===== config.mk =====
export PLATFORM = sky130hd
export DESIGN_NAME = handler_handshake
export DESIGN_NICKNAME = d
export VERILOG_FILES = /design/src/handler_pkg.sv /design/src/rise_detect.sv /design/src/handler_handshake.sv
export SDC_FILE = /design/constraint.sdc
export NUM_CORES = 1
export LEC_CHECK = 0
export CAP_MARGIN = 10
export CELL_PAD_IN_SITES_DETAIL_PLACEMENT = 1
export CELL_PAD_IN_SITES_GLOBAL_PLACEMENT = 1
export CORE_UTILIZATION = 48
export DETAILED_ROUTE_END_ITERATION = 8
export DONT_BUFFER_PORTS = 1
export PLACE_DENSITY_LB_ADDON = 0.1
export SLEW_MARGIN = 10
export SYNTH_ARGS = -nofsm -noshare
export SYNTH_HDL_FRONTEND = slang
export SYNTH_HIERARCHICAL = 1
export SYNTH_SLANG_ARGS = --single-unit

===== constraint.sdc =====
create_clock -name clk_sys -period 2.5 [get_ports clk_sys]
set_input_delay 0.25 -clock clk_sys [delete_from_list [all_inputs] [get_ports clk_sys]]
set_output_delay 0.25 -clock clk_sys [all_outputs]
set_load 0.02 [all_outputs]

===== src/handler_pkg.sv =====
// shared constants, codes and carrier types of the parts-handler handshake block
package handler_pkg;
  // ==========================================================
  // register map (byte addresses)
  localparam logic [7:0] CTRL_OFFSET = 8'h00;
  localparam logic [7:0] STATUS_OFFSET = 8'h04;
  localparam logic [7:0] INT_STATUS_OFFSET = 8'h08;
  localparam logic [7:0] INT_MASK_OFFSET = 8'h0C;

  // ==========================================================
  // control register fields
  localparam int CTRL_COMP_ON_BIT = 0;
  localparam int CTRL_CONTACT_ON_BIT = 1;
  localparam int CTRL_TRIG_EXT_BIT = 2;
  localparam int CTRL_SOFT_FIRE_BIT = 3;
  localparam int CTRL_CLEAR_HALT_BIT = 4;
  localparam logic [2:0] CTRL_RESET = 3'h3;

  // ==========================================================
  // interrupt status / mask fields
  localparam int INT_WIDTH = 5;
  localparam int INT_RESULT_BIT = 0;
  localparam int INT_ANALOG_BIT = 1;
  localparam int INT_ALARM_BIT = 2;
  localparam int INT_IGNORED_BIT = 3;
  localparam int INT_CONTACT_BIT = 4;
  localparam logic [INT_WIDTH-1:0] INT_STATUS_RESET = 5'h00;
  localparam logic [INT_WIDTH-1:0] INT_MASK_RESET = 5'h00;

  // ==========================================================
  // comparator verdict codes
  localparam logic [1:0] VERDICT_NONE = 2'h0;
  localparam logic [1:0] VERDICT_HIGH = 2'h1;
  localparam logic [1:0] VERDICT_IN = 2'h2;
  localparam logic [1:0] VERDICT_LOW = 2'h3;

  // ==========================================================
  // bus answers and pin levels
  localparam logic [1:0] RESP_OKAY = 2'h0;
  localparam logic [1:0] RESP_SLVERR = 2'h2;
  localparam logic PIN_IDLE = 1'b1;

  // ==========================================================
  // carriers and states
  typedef struct packed {
    logic [1:0] pri;
    logic [1:0] sec;
    logic contact_fail;
  } verdict_t;

  typedef struct packed {
    logic trig_ext;
    logic contact_on;
    logic comp_on;
  } ctrl_t;

  typedef enum logic [1:0] {ST_IDLE, ST_ACQUIRE, ST_COMPUTE, ST_PRESENT} meas_state_t;
endpackage


===== src/rise_detect.sv =====
// rising edge detector for a synchronous pin input
`timescale 1ns/1ps
`default_nettype none
module rise_detect
  import handler_pkg::*;
(
  input wire logic clk_sys,
  input wire logic rstn,
  input wire logic ce,
  input wire logic level_in,
  output logic rise
);
  // ==========================================================
  // edge capture
  logic prev;

  // idle level at reset so a pin parked high gives no false edge
  always_ff @(posedge clk_sys or negedge rstn) begin
    if (!rstn) begin
      prev <= PIN_IDLE;
    end else if (ce) begin
      prev <= level_in;
    end
  end

  // combinational pulse, one enabled cycle per low-to-high change
  assign rise = level_in & ~prev;
endmodule
`default_nettype wire


===== src/handler_handshake.sv =====
// parts-handler handshake controller with AXI4-Lite register slave
//
// Implementation choices: the AXI4-Lite slave port and the register addresses.
`timescale 1ns/1ps
`default_nettype none
module handler_handshake
  import handler_pkg::*;
(
  input wire logic clk_sys,
  input wire logic rstn,
  input wire logic ce,
  input wire logic [7:0] s_axi_awaddr,
  input wire logic s_axi_awvalid,
  output logic s_axi_awready,
  input wire logic [31:0] s_axi_wdata,
  input wire logic [3:0] s_axi_wstrb,
  input wire logic s_axi_wvalid,
  output logic s_axi_wready,
  output logic [1:0] s_axi_bresp,
  output logic s_axi_bvalid,
  input wire logic s_axi_bready,
  input wire logic [7:0] s_axi_araddr,
  input wire logic s_axi_arvalid,
  output logic s_axi_arready,
  output logic [31:0] s_axi_rdata,
  output logic [1:0] s_axi_rresp,
  output logic s_axi_rvalid,
  input wire logic s_axi_rready,
  output logic meas_start,
  input wire logic analog_done_in,
  input wire logic result_done_in,
  input wire verdict_t verdict_in,
  input wire logic power_fail,
  input wire logic err_event,
  input wire logic key_valid,
  input wire logic [7:0] key_code,
  output logic key_out_valid,
  output logic [7:0] key_out_code,
  input wire logic remote_fire_n,
  input wire logic key_lock_n,
  output logic pri_above_n,
  output logic pri_pass_n,
  output logic pri_below_n,
  output logic sec_above_n,
  output logic sec_pass_n,
  output logic sec_below_n,
  output logic contact_fail_n,
  output logic alarm_n,
  output logic acq_done_n,
  output logic result_valid_n,
  output logic irq
);
  // ==========================================================
  // helpers
  // verdict code to active-low {high, pass, low}; never more than one low
  function automatic logic [2:0] verdict_lines_n(input logic [1:0] v);
    logic [2:0] lines;
    lines = 3'h7;
    if (v == VERDICT_HIGH) begin
      lines = 3'h3;
    end else if (v == VERDICT_IN) begin
      lines = 3'h5;
    end else if (v == VERDICT_LOW) begin
      lines = 3'h6;
    end
    return lines;
  endfunction

  function automatic logic addr_known(input logic [7:0] a);
    logic hit;
    hit = 1'b0;
    if (a == CTRL_OFFSET) begin
      hit = 1'b1;
    end else if (a == STATUS_OFFSET) begin
      hit = 1'b1;
    end else if (a == INT_STATUS_OFFSET) begin
      hit = 1'b1;
    end else if (a == INT_MASK_OFFSET) begin
      hit = 1'b1;
    end
    return hit;
  endfunction

  // ==========================================================
  // state
  ctrl_t ctrl;
  meas_state_t state, next_state;
  verdict_t last_verdict;
  logic halted, next_halted;
  logic [INT_WIDTH-1:0] int_status, int_mask, next_int_status, events;
  logic [2:0] pri_n, sec_n, next_pri_n, next_sec_n;
  logic nc_n, acq_n, eom_n, next_nc_n, next_acq_n, next_eom_n, next_start;
  logic aw_full, w_full;
  logic [7:0] aw_addr;
  logic [31:0] w_data;
  logic [3:0] w_strb;

  // ==========================================================
  // trigger edge
  logic fire_rise;

  rise_detect fire_edge (
    .clk_sys(clk_sys),
    .rstn(rstn),
    .ce(ce),
    .level_in(remote_fire_n),
    .rise(fire_rise)
  );

  // ==========================================================
  // register bus decode
  wire wr_fire = aw_full & w_full & ~s_axi_bvalid;
  wire wr_lane0 = wr_fire & w_strb[0];
  wire wr_ctrl = wr_lane0 & (aw_addr == CTRL_OFFSET);
  wire wr_int_status = wr_lane0 & (aw_addr == INT_STATUS_OFFSET);
  wire wr_int_mask = wr_lane0 & (aw_addr == INT_MASK_OFFSET);
  wire soft_fire = wr_ctrl & w_data[CTRL_SOFT_FIRE_BIT];
  wire clear_halt = wr_ctrl & w_data[CTRL_CLEAR_HALT_BIT];
  wire [INT_WIDTH-1:0] w1c = wr_int_status ? w_data[INT_WIDTH-1:0] : '0;
  wire [INT_WIDTH-1:0] next_int_mask = wr_int_mask ? w_data[INT_WIDTH-1:0] : int_mask;
  wire ar_take = s_axi_arvalid & s_axi_arready;

  // ==========================================================
  // sequencing decode
  // an error in the same cycle wins over any progress, so nothing moves
  wire go = ~halted & ~err_event;
  wire fire_req = ctrl.trig_ext ? fire_rise : soft_fire;
  wire start = go & (state == ST_IDLE) & fire_req;
  wire acq_end = go & (state == ST_ACQUIRE) & analog_done_in;
  wire res_take = go & (state == ST_COMPUTE) & result_done_in;
  wire nc_on = ctrl.comp_on & ctrl.contact_on;

  // ==========================================================
  // measurement sequence and pin values
  always_comb begin
    next_state = state;
    next_pri_n = pri_n;
    next_sec_n = sec_n;
    next_nc_n = nc_n;
    next_acq_n = acq_n;
    next_eom_n = eom_n;
    next_start = 1'b0;
    if (go) begin
      case (state)
        ST_IDLE: begin
          if (fire_req) begin
            next_state = ST_ACQUIRE;
            next_acq_n = 1'b1;
            next_eom_n = 1'b1;
            next_start = 1'b1;
          end
        end
        ST_ACQUIRE: begin
          if (analog_done_in) begin
            next_state = ST_COMPUTE;
            next_acq_n = 1'b0;
          end
        end
        ST_COMPUTE: begin
          // contact failure is reported, not treated as abort
          if (result_done_in) begin
            next_state = ST_PRESENT;
            next_pri_n = verdict_lines_n(verdict_in.pri);
            next_sec_n = verdict_lines_n(verdict_in.sec);
            next_nc_n = ~verdict_in.contact_fail;
          end
        end
        default: begin
          // result lines settled one cycle earlier
          next_state = ST_IDLE;
          next_eom_n = 1'b0;
        end
      endcase
      if (!ctrl.comp_on) begin
        next_pri_n = 3'h7;
        next_sec_n = 3'h7;
        next_acq_n = 1'b1;
        next_eom_n = 1'b1;
      end
      if (!nc_on) begin
        next_nc_n = 1'b1;
      end
    end
  end

  // halt is set by an error and cleared by software; the set wins
  assign next_halted = err_event | (halted & ~clear_halt);

  // ==========================================================
  // interrupt events
  assign events[INT_RESULT_BIT] = go & (state == ST_PRESENT);
  assign events[INT_ANALOG_BIT] = acq_end;
  assign events[INT_ALARM_BIT] = err_event | power_fail;
  assign events[INT_IGNORED_BIT] = fire_req & ~start;
  assign events[INT_CONTACT_BIT] = res_take & verdict_in.contact_fail;
  assign next_int_status = (int_status & ~w1c) | events;

  // ==========================================================
  // measurement state registers
  always_ff @(posedge clk_sys or negedge rstn) begin
    if (!rstn) begin
      state <= ST_IDLE;
      halted <= 1'b0;
      last_verdict <= '0;
      meas_start <= 1'b0;
    end else if (ce) begin
      state <= next_state;
      halted <= next_halted;
      meas_start <= next_start;
      if (res_take) begin
        last_verdict <= verdict_in;
      end
    end
  end

  // handler pins, all idle high after reset
  always_ff @(posedge clk_sys or negedge rstn) begin
    if (!rstn) begin
      pri_n <= 3'h7;
      sec_n <= 3'h7;
      nc_n <= PIN_IDLE;
      acq_n <= PIN_IDLE;
      eom_n <= PIN_IDLE;
      alarm_n <= PIN_IDLE;
    end else if (ce) begin
      pri_n <= next_pri_n;
      sec_n <= next_sec_n;
      nc_n <= next_nc_n;
      acq_n <= next_acq_n;
      eom_n <= next_eom_n;
      alarm_n <= ~(power_fail | next_halted);
    end
  end

  assign pri_above_n = pri_n[2];
  assign pri_pass_n = pri_n[1];
  assign pri_below_n = pri_n[0];
  assign sec_above_n = sec_n[2];
  assign sec_pass_n = sec_n[1];
  assign sec_below_n = sec_n[0];
  assign contact_fail_n = nc_n;
  assign acq_done_n = acq_n;
  assign result_valid_n = eom_n;

  // keypad pass-through; lockout pin is active low
  always_ff @(posedge clk_sys or negedge rstn) begin
    if (!rstn) begin
      key_out_valid <= 1'b0;
      key_out_code <= 8'h00;
    end else if (ce) begin
      key_out_valid <= key_valid & key_lock_n;
      if (key_valid) begin
        key_out_code <= key_code;
      end
    end
  end

  // ==========================================================
  // control and interrupt registers
  // irq built from next values so it tracks status and mask without lag
  always_ff @(posedge clk_sys or negedge rstn) begin
    if (!rstn) begin
      ctrl <= CTRL_RESET;
      int_status <= INT_STATUS_RESET;
      int_mask <= INT_MASK_RESET;
      irq <= 1'b0;
    end else if (ce) begin
      if (wr_ctrl) begin
        ctrl.comp_on <= w_data[CTRL_COMP_ON_BIT];
        ctrl.contact_on <= w_data[CTRL_CONTACT_ON_BIT];
        ctrl.trig_ext <= w_data[CTRL_TRIG_EXT_BIT];
      end
      int_status <= next_int_status;
      int_mask <= next_int_mask;
      irq <= |(next_int_status & next_int_mask);
    end
  end

  // ==========================================================
  // AXI4-Lite write channel: address and data taken in either order
  always_ff @(posedge clk_sys or negedge rstn) begin
    if (!rstn) begin
      aw_full <= 1'b0;
      aw_addr <= 8'h00;
      s_axi_awready <= 1'b1;
    end else if (ce) begin
      if (s_axi_awvalid && s_axi_awready) begin
        aw_full <= 1'b1;
        aw_addr <= s_axi_awaddr;
        s_axi_awready <= 1'b0;
      end else if (wr_fire) begin
        aw_full <= 1'b0;
      end else if (s_axi_bvalid && s_axi_bready) begin
        s_axi_awready <= 1'b1;
      end
    end
  end

  always_ff @(posedge clk_sys or negedge rstn) begin
    if (!rstn) begin
      w_full <= 1'b0;
      w_data <= 32'h00000000;
      w_strb <= 4'h0;
      s_axi_wready <= 1'b1;
    end else if (ce) begin
      if (s_axi_wvalid && s_axi_wready) begin
        w_full <= 1'b1;
        w_data <= s_axi_wdata;
        w_strb <= s_axi_wstrb;
        s_axi_wready <= 1'b0;
      end else if (wr_fire) begin
        w_full <= 1'b0;
      end else if (s_axi_bvalid && s_axi_bready) begin
        s_axi_wready <= 1'b1;
      end
    end
  end

  // unmapped writes change nothing and answer SLVERR
  always_ff @(posedge clk_sys or negedge rstn) begin
    if (!rstn) begin
      s_axi_bvalid <= 1'b0;
      s_axi_bresp <= RESP_OKAY;
    end else if (ce) begin
      if (wr_fire) begin
        s_axi_bvalid <= 1'b1;
        s_axi_bresp <= addr_known(aw_addr) ? RESP_OKAY : RESP_SLVERR;
      end else if (s_axi_bready) begin
        s_axi_bvalid <= 1'b0;
      end
    end
  end

  // ==========================================================
  // AXI4-Lite read channel
  logic [31:0] rd_mux;

  always_comb begin
    rd_mux = 32'h00000000;
    if (s_axi_araddr == CTRL_OFFSET) begin
      rd_mux = {29'h0, ctrl};
    end else if (s_axi_araddr == STATUS_OFFSET) begin
      rd_mux = {19'h0, last_verdict, 3'h0, power_fail, ~key_lock_n, halted, state};
    end else if (s_axi_araddr == INT_STATUS_OFFSET) begin
      rd_mux = {27'h0, int_status};
    end else if (s_axi_araddr == INT_MASK_OFFSET) begin
      rd_mux = {27'h0, int_mask};
    end
  end

  always_ff @(posedge clk_sys or negedge rstn) begin
    if (!rstn) begin
      s_axi_arready <= 1'b1;
      s_axi_rvalid <= 1'b0;
      s_axi_rdata <= 32'h00000000;
      s_axi_rresp <= RESP_OKAY;
    end else if (ce) begin
      if (ar_take) begin
        s_axi_arready <= 1'b0;
        s_axi_rvalid <= 1'b1;
        s_axi_rdata <= rd_mux;
        s_axi_rresp <= addr_known(s_axi_araddr) ? RESP_OKAY : RESP_SLVERR;
      end else if (s_axi_rvalid && s_axi_rready) begin
        s_axi_rvalid <= 1'b0;
        s_axi_arready <= 1'b1;
      end
    end
  end

  // ==========================================================
  // assertions
  property p_pri_onehot;
    @(posedge clk_sys) disable iff (!rstn)
    $onehot0(~{pri_above_n, pri_pass_n, pri_below_n}) && $onehot0(~sec_n);
  endproperty
  a_pri_onehot: assert property (p_pri_onehot) else $error("two verdict lines low");

  property p_remote_fire_n;
    @(posedge clk_sys) disable iff (!rstn)
    (ce && ctrl.trig_ext && fire_rise && !halted && !err_event && state == ST_IDLE)
      |=> meas_start;
  endproperty
  a_remote_fire_n: assert property (p_remote_fire_n) else $error("trigger edge did not start");

  property p_halt_ignore;
    @(posedge clk_sys) disable iff (!rstn)
    (ce && halted && fire_rise) |=> !meas_start;
  endproperty
  a_halt_ignore: assert property (p_halt_ignore) else $error("start while halted");

  property p_halt_freeze;
    @(posedge clk_sys) disable iff (!rstn)
    (halted || err_event) |=> $stable({pri_n, sec_n, nc_n, acq_n, eom_n});
  endproperty
  a_halt_freeze: assert property (p_halt_freeze) else $error("pins moved while halted");

  property p_alarm;
    @(posedge clk_sys) disable iff (!rstn)
    (ce && (power_fail || err_event)) |=> !alarm_n;
  endproperty
  a_alarm: assert property (p_alarm) else $error("alarm not asserted");

  property p_eom_after_results;
    @(posedge clk_sys) disable iff (!rstn)
    $fell(result_valid_n) |-> $stable({pri_n, sec_n, nc_n}) && !acq_done_n;
  endproperty
  a_eom_after_results: assert property (p_eom_after_results) else $error("result-valid early");

  property p_start_release;
    @(posedge clk_sys) disable iff (!rstn)
    meas_start |-> acq_done_n && result_valid_n;
  endproperty
  a_start_release: assert property (p_start_release) else $error("handshake not released");

  property p_comp_off;
    @(posedge clk_sys) disable iff (!rstn)
    (ce && go && !ctrl.comp_on) |=> (&pri_n) && (&sec_n) && acq_done_n && result_valid_n;
  endproperty
  a_comp_off: assert property (p_comp_off) else $error("pins driven with comparator off");

  property p_key_lock;
    @(posedge clk_sys) disable iff (!rstn)
    (ce && !key_lock_n) |=> !key_out_valid;
  endproperty
  a_key_lock: assert property (p_key_lock) else $error("key passed under lockout");

  property p_index;
    @(posedge clk_sys) disable iff (!rstn)
    (ce && acq_end && ctrl.comp_on) |=> !acq_done_n ##1 result_valid_n;
  endproperty
  a_index: assert property (p_index) else $error("analog-done missing");

  property p_irq;
    @(posedge clk_sys) disable iff (!rstn)
    irq == |(int_status & int_mask);
  endproperty
  a_irq: assert property (p_irq) else $error("irq disagrees with status");
endmodule
`default_nettype wire


Word level (Yosys, flattened, before mapping)
Index checks and enable logic that the tools add are counted.

Add/sub/neg operators: 0. Multipliers: 0. Divide/modulo/power cells: 0. Magnitude comparators: 0. Equality and inequality tests: 28. Shifts and indexed selects: 0. Muxes and demuxes: 62. Bitwise operators: 39. Reduce and logical (&&, ||, !) cells: 33.

Operators by type and width (number): $mux 1 (38); $eq 8x4->1 const B (4); $mux 13 (2); $mux 3 (8); $and 1x1->1 (23); $reduce_and 2->1 (11); $mux 5 (4); $eq 8x3->1 const B (2); $logic_not 8->1 (2); $mux 2 (7); $eq 2x2->1 const B (6); $ne 2x2->1 const B (6); $reduce_and 4->1 (3); $reduce_bool 2->1 (6); $and 5x5->5 (2); $reduce_and 5->1 (2); $not 1->1 (9); $ne 2x1->1 const B (4); $eq 2x1->1 const B (3); $ne 3x3->1 const B (2); $pmux 2 s3 (1); $reduce_and 3->1 (2); $not 5->5 (1); $or 5x5->5 (1); 7 further kinds (13).

Flip-flop bits (word level): 100. Bits in latches: 0. RAM bits: 0. Memory bits (read-only): 0. Output and inout port bits: 62. Memories kept: 0.

Logic depth before layout (Yosys ltp)
Depth in word-level cells: 12. Mapped depth: 7. Depth with buffers taken out: 7.

Modules after synthesis
The synthesis kept the hierarchy.

By module, submodules not included: handler_handshake (instances 1, cells each 336, area each 3691.0 um2); rise_detect (instances 1, cells each 3, area each 47.5 um2).

Worst setup path after synthesis
Ideal clock, no wire load.

Path kind: register to register. From: reg s_axi_bvalid. To: reg state[1]. Library setup time: 125 ps. Arrival time: 1710 ps. Required time: 2375 ps. Setup slack: 665 ps. Stages on the path, launching flop included: 6. Cells stage by stage: dfrtp_1 and4b_1 nand4_4 a311oi_2 o21ai_2 mux2_4.

Longest elaborated chain between the ends: 8.

Ends and longest elaborated chain: from (decl) (RTL line handler_handshake.sv:20) `output logic s_axi_bvalid,`; from (signal assigned) (RTL line handler_handshake.sv:322) `s_axi_bvalid <= 1'b0;`; from (signal assigned) (RTL line handler_handshake.sv:326) `s_axi_bvalid <= 1'b1;`; from (signal assigned) (RTL line handler_handshake.sv:329) `s_axi_bvalid <= 1'b0;`; $not 1->1 (RTL line handler_handshake.sv:112) `wire wr_fire = aw_full & w_full & ~s_axi_bvalid;`; $and 1x1->1 (RTL line handler_handshake.sv:112); $and 1x1->1 (RTL line handler_handshake.sv:113) `wire wr_lane0 = wr_fire & w_strb[0];`; $and 1x1->1 (RTL line handler_handshake.sv:114) `wire wr_ctrl = wr_lane0 & (aw_addr == CTRL_OFFSET);`; $and 1x1->1 (RTL line handler_handshake.sv:117) `wire soft_fire = wr_ctrl & w_data[CTRL_SOFT_FIRE_BIT];`; $mux 1 (RTL line handler_handshake.sv:127) `wire fire_req = ctrl.trig_ext ? fire_rise : soft_fire;`; $ne 2x2->1 (no source line); $reduce_and 5->1 (no source line); to (signal assigned) (RTL line handler_handshake.sv:207) `state <= next_state;`; to (decl) (RTL line handler_handshake.sv:87) `meas_state_t state, next_state;`.

Every way passes these cells. A chain may end at the register's enable or synchronous reset.

Worst setup path after layout
From: reg halted. To: reg pri_n[0].

Longest elaborated chain between the ends: 3.

Ends and longest elaborated chain: from (decl) (RTL line handler_handshake.sv:89) `logic halted, next_halted;`; from (signal assigned) (RTL line handler_handshake.sv:208) `halted <= next_halted;`; $not 1->1 (RTL line handler_handshake.sv:126) `wire go = ~halted & ~err_event;`; $and 1x1->1 (RTL line handler_handshake.sv:126); $reduce_and 4->1 (no source line); to (signal assigned) (RTL line handler_handshake.sv:226) `pri_n <= next_pri_n;`; to (decl) (RTL line handler_handshake.sv:91) `logic [2:0] pri_n, sec_n, next_pri_n, next_sec_n;`.

Every way passes these cells.

==> impl_metrics.yaml <==
critical_path:
  critPathKind: "reg2reg"
  cp.depth: 5
  start_kind: "flip-flop"
  path_cells: "or3b_1, a21oi_2, nor2_1, a41oi_1, dlygate4sd3_1"
  critPathArrivalTime_ns: 2.62
  worstRegToRegCells: 5
  cp-end-kind: "flip-flop"
  cp_max_fo: 10
  path_buf_inv: 1
  crit_family: "simple AND/OR/NAND/NOR gates"
  required_ns: 2.80
  crit_path_top_delay_cell: "dlygate4sd3_1"
  slowest_delay_ns: 0.60
logic_synthesis:
  synthCells: 339
  ys_ff_latch: 76
  ys_warn_count: 6
  avgSynthCellArea_um2: 11.0
  synth_flop_cell: "dfrtp_1"
  yosysUniqueCellTypes: 58
  synth-edff-count: 0
  yosysSeqAreaShare_pct: 51.4
  syn_area_um2: 3740
  async_flop_share_pct: 100
timing:
  max_freq_mhz: 431
  slew_violations: 0
  finalWorstPathRequiredPeriod_ns: 2.32
  post-route-period-util_pct: 92.8
  rsz0062_at_grt: "no"
  worst_clock_skew_ns: 0.0141
  relSlewSlack_pct: 64.0
  fin_tns_setup_ns: 0
  finalSetupViolCount: 0
  setup_ws_ns: 0.180
  hold_ws_ns: 0.0197
  worstMarginPinSlew_ns: 0.537
  hold_viol: 0
power:
  p_int_uw: 2120
  power_frac_comb_pct: 7.4
  p_clk_share_pct: 43.2
  peakVddDrop_mv: 0.336
  power.total_uw: 2820
  p_switching_uw: 703
  seqPwrFrac_pct: 49.4
  p_per_area_nw_per_um2: 689
  p_sw_share_pct: 24.9
  cellLeakagePower_uw: 0.00186
route:
  num_vias: 2588
  antenna_left: 0
  viasPerCell: 5.73
  drt_iter0_drc: 178
  wl_per_cell_um: 19.2
  wl_um: 8660
  first_pass_iters: 4
  drc: 0
cts:
  post_cts_resized: 0
  cts.sinks: 76
  cts_buffers: 9
  cts_root_buf: "clkbuf_8"
  cts.path.max_buffers: 2
  htreeDepth: 3
  cts_tree: "built"
  path_clk_slew_ns: 0.09
  insertion_delay_ns: 0.35
grt:
  grt_pass1_vias: 2789
  grt_pass1_wl_um: 14500
  antenna_found_initial: 0
  gr-usage-all-layers_pct: 22.9
  grt_max_degree: 77
  grt_overflow: 0
finish:
  nNetsFinal: 432
  layout_commonest_cell: "dfrtp_1"
  final_cell_mix: "dfrtp_1 (60), nand2_1 (48), mux2_2 (29)"
  fill_cells: 810
  drive_gt1_share_pct: 22.7
  final_core_util_pct: 55.2
  area_growth_pct: 9.44
  antennaDiodeCount: 0
die:
  die_width_um: 90.3
  core_area_um2: 7410
  rows: 31
  ioPinCount: 142
  die-area_um2: 8150
  initial_core_util_pct: 50.5
  die_y_um: 90.3
min_path:
  whs_path_depth: 2
  hp-class: "in2reg"
place:
  gp_congestion: 0.838
  io_buffers: 0
  place_hpwl_um: 6000
  pre_cts_slack_ns: 0.413
status:
  status: "completed"
flow_run:
  cap_viol_max_count: 0
## layout make-up
| type | count | area (um2) | area share, % |
|---|---|---|---|
| clock inverters | 6 | 116 | 2.84 |
| flip-flops and latches | 76 | 1920 | 47.0 |
| multi-input cells | 240 | 1640 | 40.0 |
| clock buffers | 10 | 149 | 3.64 |
| well taps | 99 | 124 | 3.03 |
| inverters | 13 | 48.8 | 1.19 |
| repair buffers | 8 | 95.1 | 2.32 |
## state kept, by name, indices dropped and copies added (netlist names), 2 cells and up
name / flops
sec_n: 3
int_status: 5
aw_addr: 8
pri_n: 3
last_verdict: 5
ctrl: 3
s_axi_rdata: 10
int_mask: 5
w_data: 5
key_out_code: 8
state: 2
## cell usage after synthesis, types with 2 or more instances
cell,instances,area [um2]
a31oi_1,5,31.3
and3_1,3,18.8
buf_4,24,180
nor2_1,20,75.1
dfstp_2,16,420
a21oi_1,16,80.1
dfrtp_1,60,1500
clkbuf_1,6,22.5
mux4_2,3,67.6
nor2_2,2,12.5
mux2_2,29,327
o21ai_0,13,65.1
o32ai_1,2,17.5
and2_1,2,12.5
nor2b_1,3,18.8
buf_2,3,15.0
o2bb2ai_1,2,17.5
a41oi_1,4,35.0
a22o_1,10,87.6
mux2_1,3,33.8
o221ai_1,4,35.0
a21o_1,2,15.0
nand2_1,48,180
ha_1,4,50.1
mux2_4,2,30.0
nor3_2,2,20.0
o21a_1,2,15.0
inv_1,12,45.0
nand3_1,7,35.0
o21ai_1,2,10.0
## layer usage
metal	share of wire (%)	wire length [um]	GRT usage, %
met1	42	3670	28.3
met4	1.3	114	7.80
met2	50	4340	39.1
met3	6.2	540	5.47
met5	0	0	0
## worst reg2reg max path: cells and delay by family, from the launching register on
| family | cells | cell delay, ns |
|---|---|---|
| and+or+nand+nor | 2 | 0.63 |
| DFF | 1 | 0.45 |
| buffers and inverters | 1 | 0.60 |
| AOI/OAI and AO/OA | 2 | 0.59 |
## worst paths after layout
path | start | endpoint | slack, ns
worst max-delay path | halted | pri_n[0] | 0.18
worst min-delay path | verdict_in[0] | last_verdict[0] | 0.02
worst max register to register | halted | pri_n[0] | 0.18
worst min register to register | ctrl[1] | ctrl[1] | 0.49
max in group asynchronous | rstn | s_axi_awready | 1.70
min in group asynchronous | rstn | s_axi_rdata[11] | 0.44
## timing repair
item | 4_1_cts | 5_1_grt
hold buffers | 7 | 0
hold endpoints to repair | 79 | 0
buffers inserted | 0 | 0
## through the flow
step           instance area (um2)  cells
2_1_floorplan                 3820    362
3_3_place_gp                  3740    429
3_5_place_dp                  3740    429
4_1_cts                       4090    452
5_1_grt                       4090    452
6_report                      4090    452
## power by group through the flow
stage / Clock, uW / Combinational, uW / Sequential (uW)
5_1_grt: 1290 / 237 / 1400
6_report: 1220 / 208 / 1390
2_1_floorplan: 0 / 180 / 1400
3_5_place_dp: 0 / 167 / 1420
3_3_place_gp: 0 / 163 / 1410
4_1_cts: 1260 / 211 / 1390
## logic make-up (layout without fill, tap and decap cells)
group	after synthesis	count (layout)	share of synthesized area [%]
AND/OR/NAND/NOR	102	102	14.0
adder cells (fa/ha/maj)	4	4	1.34
buffers and inverters	46	37	7.13
AO/OA/AOI/OAI	73	73	13.8
multiplexers	37	37	12.2
other	1	24	0.100
flip-flops	76	76	51.4
Note: power is estimated with default switching activity, not from simulation.
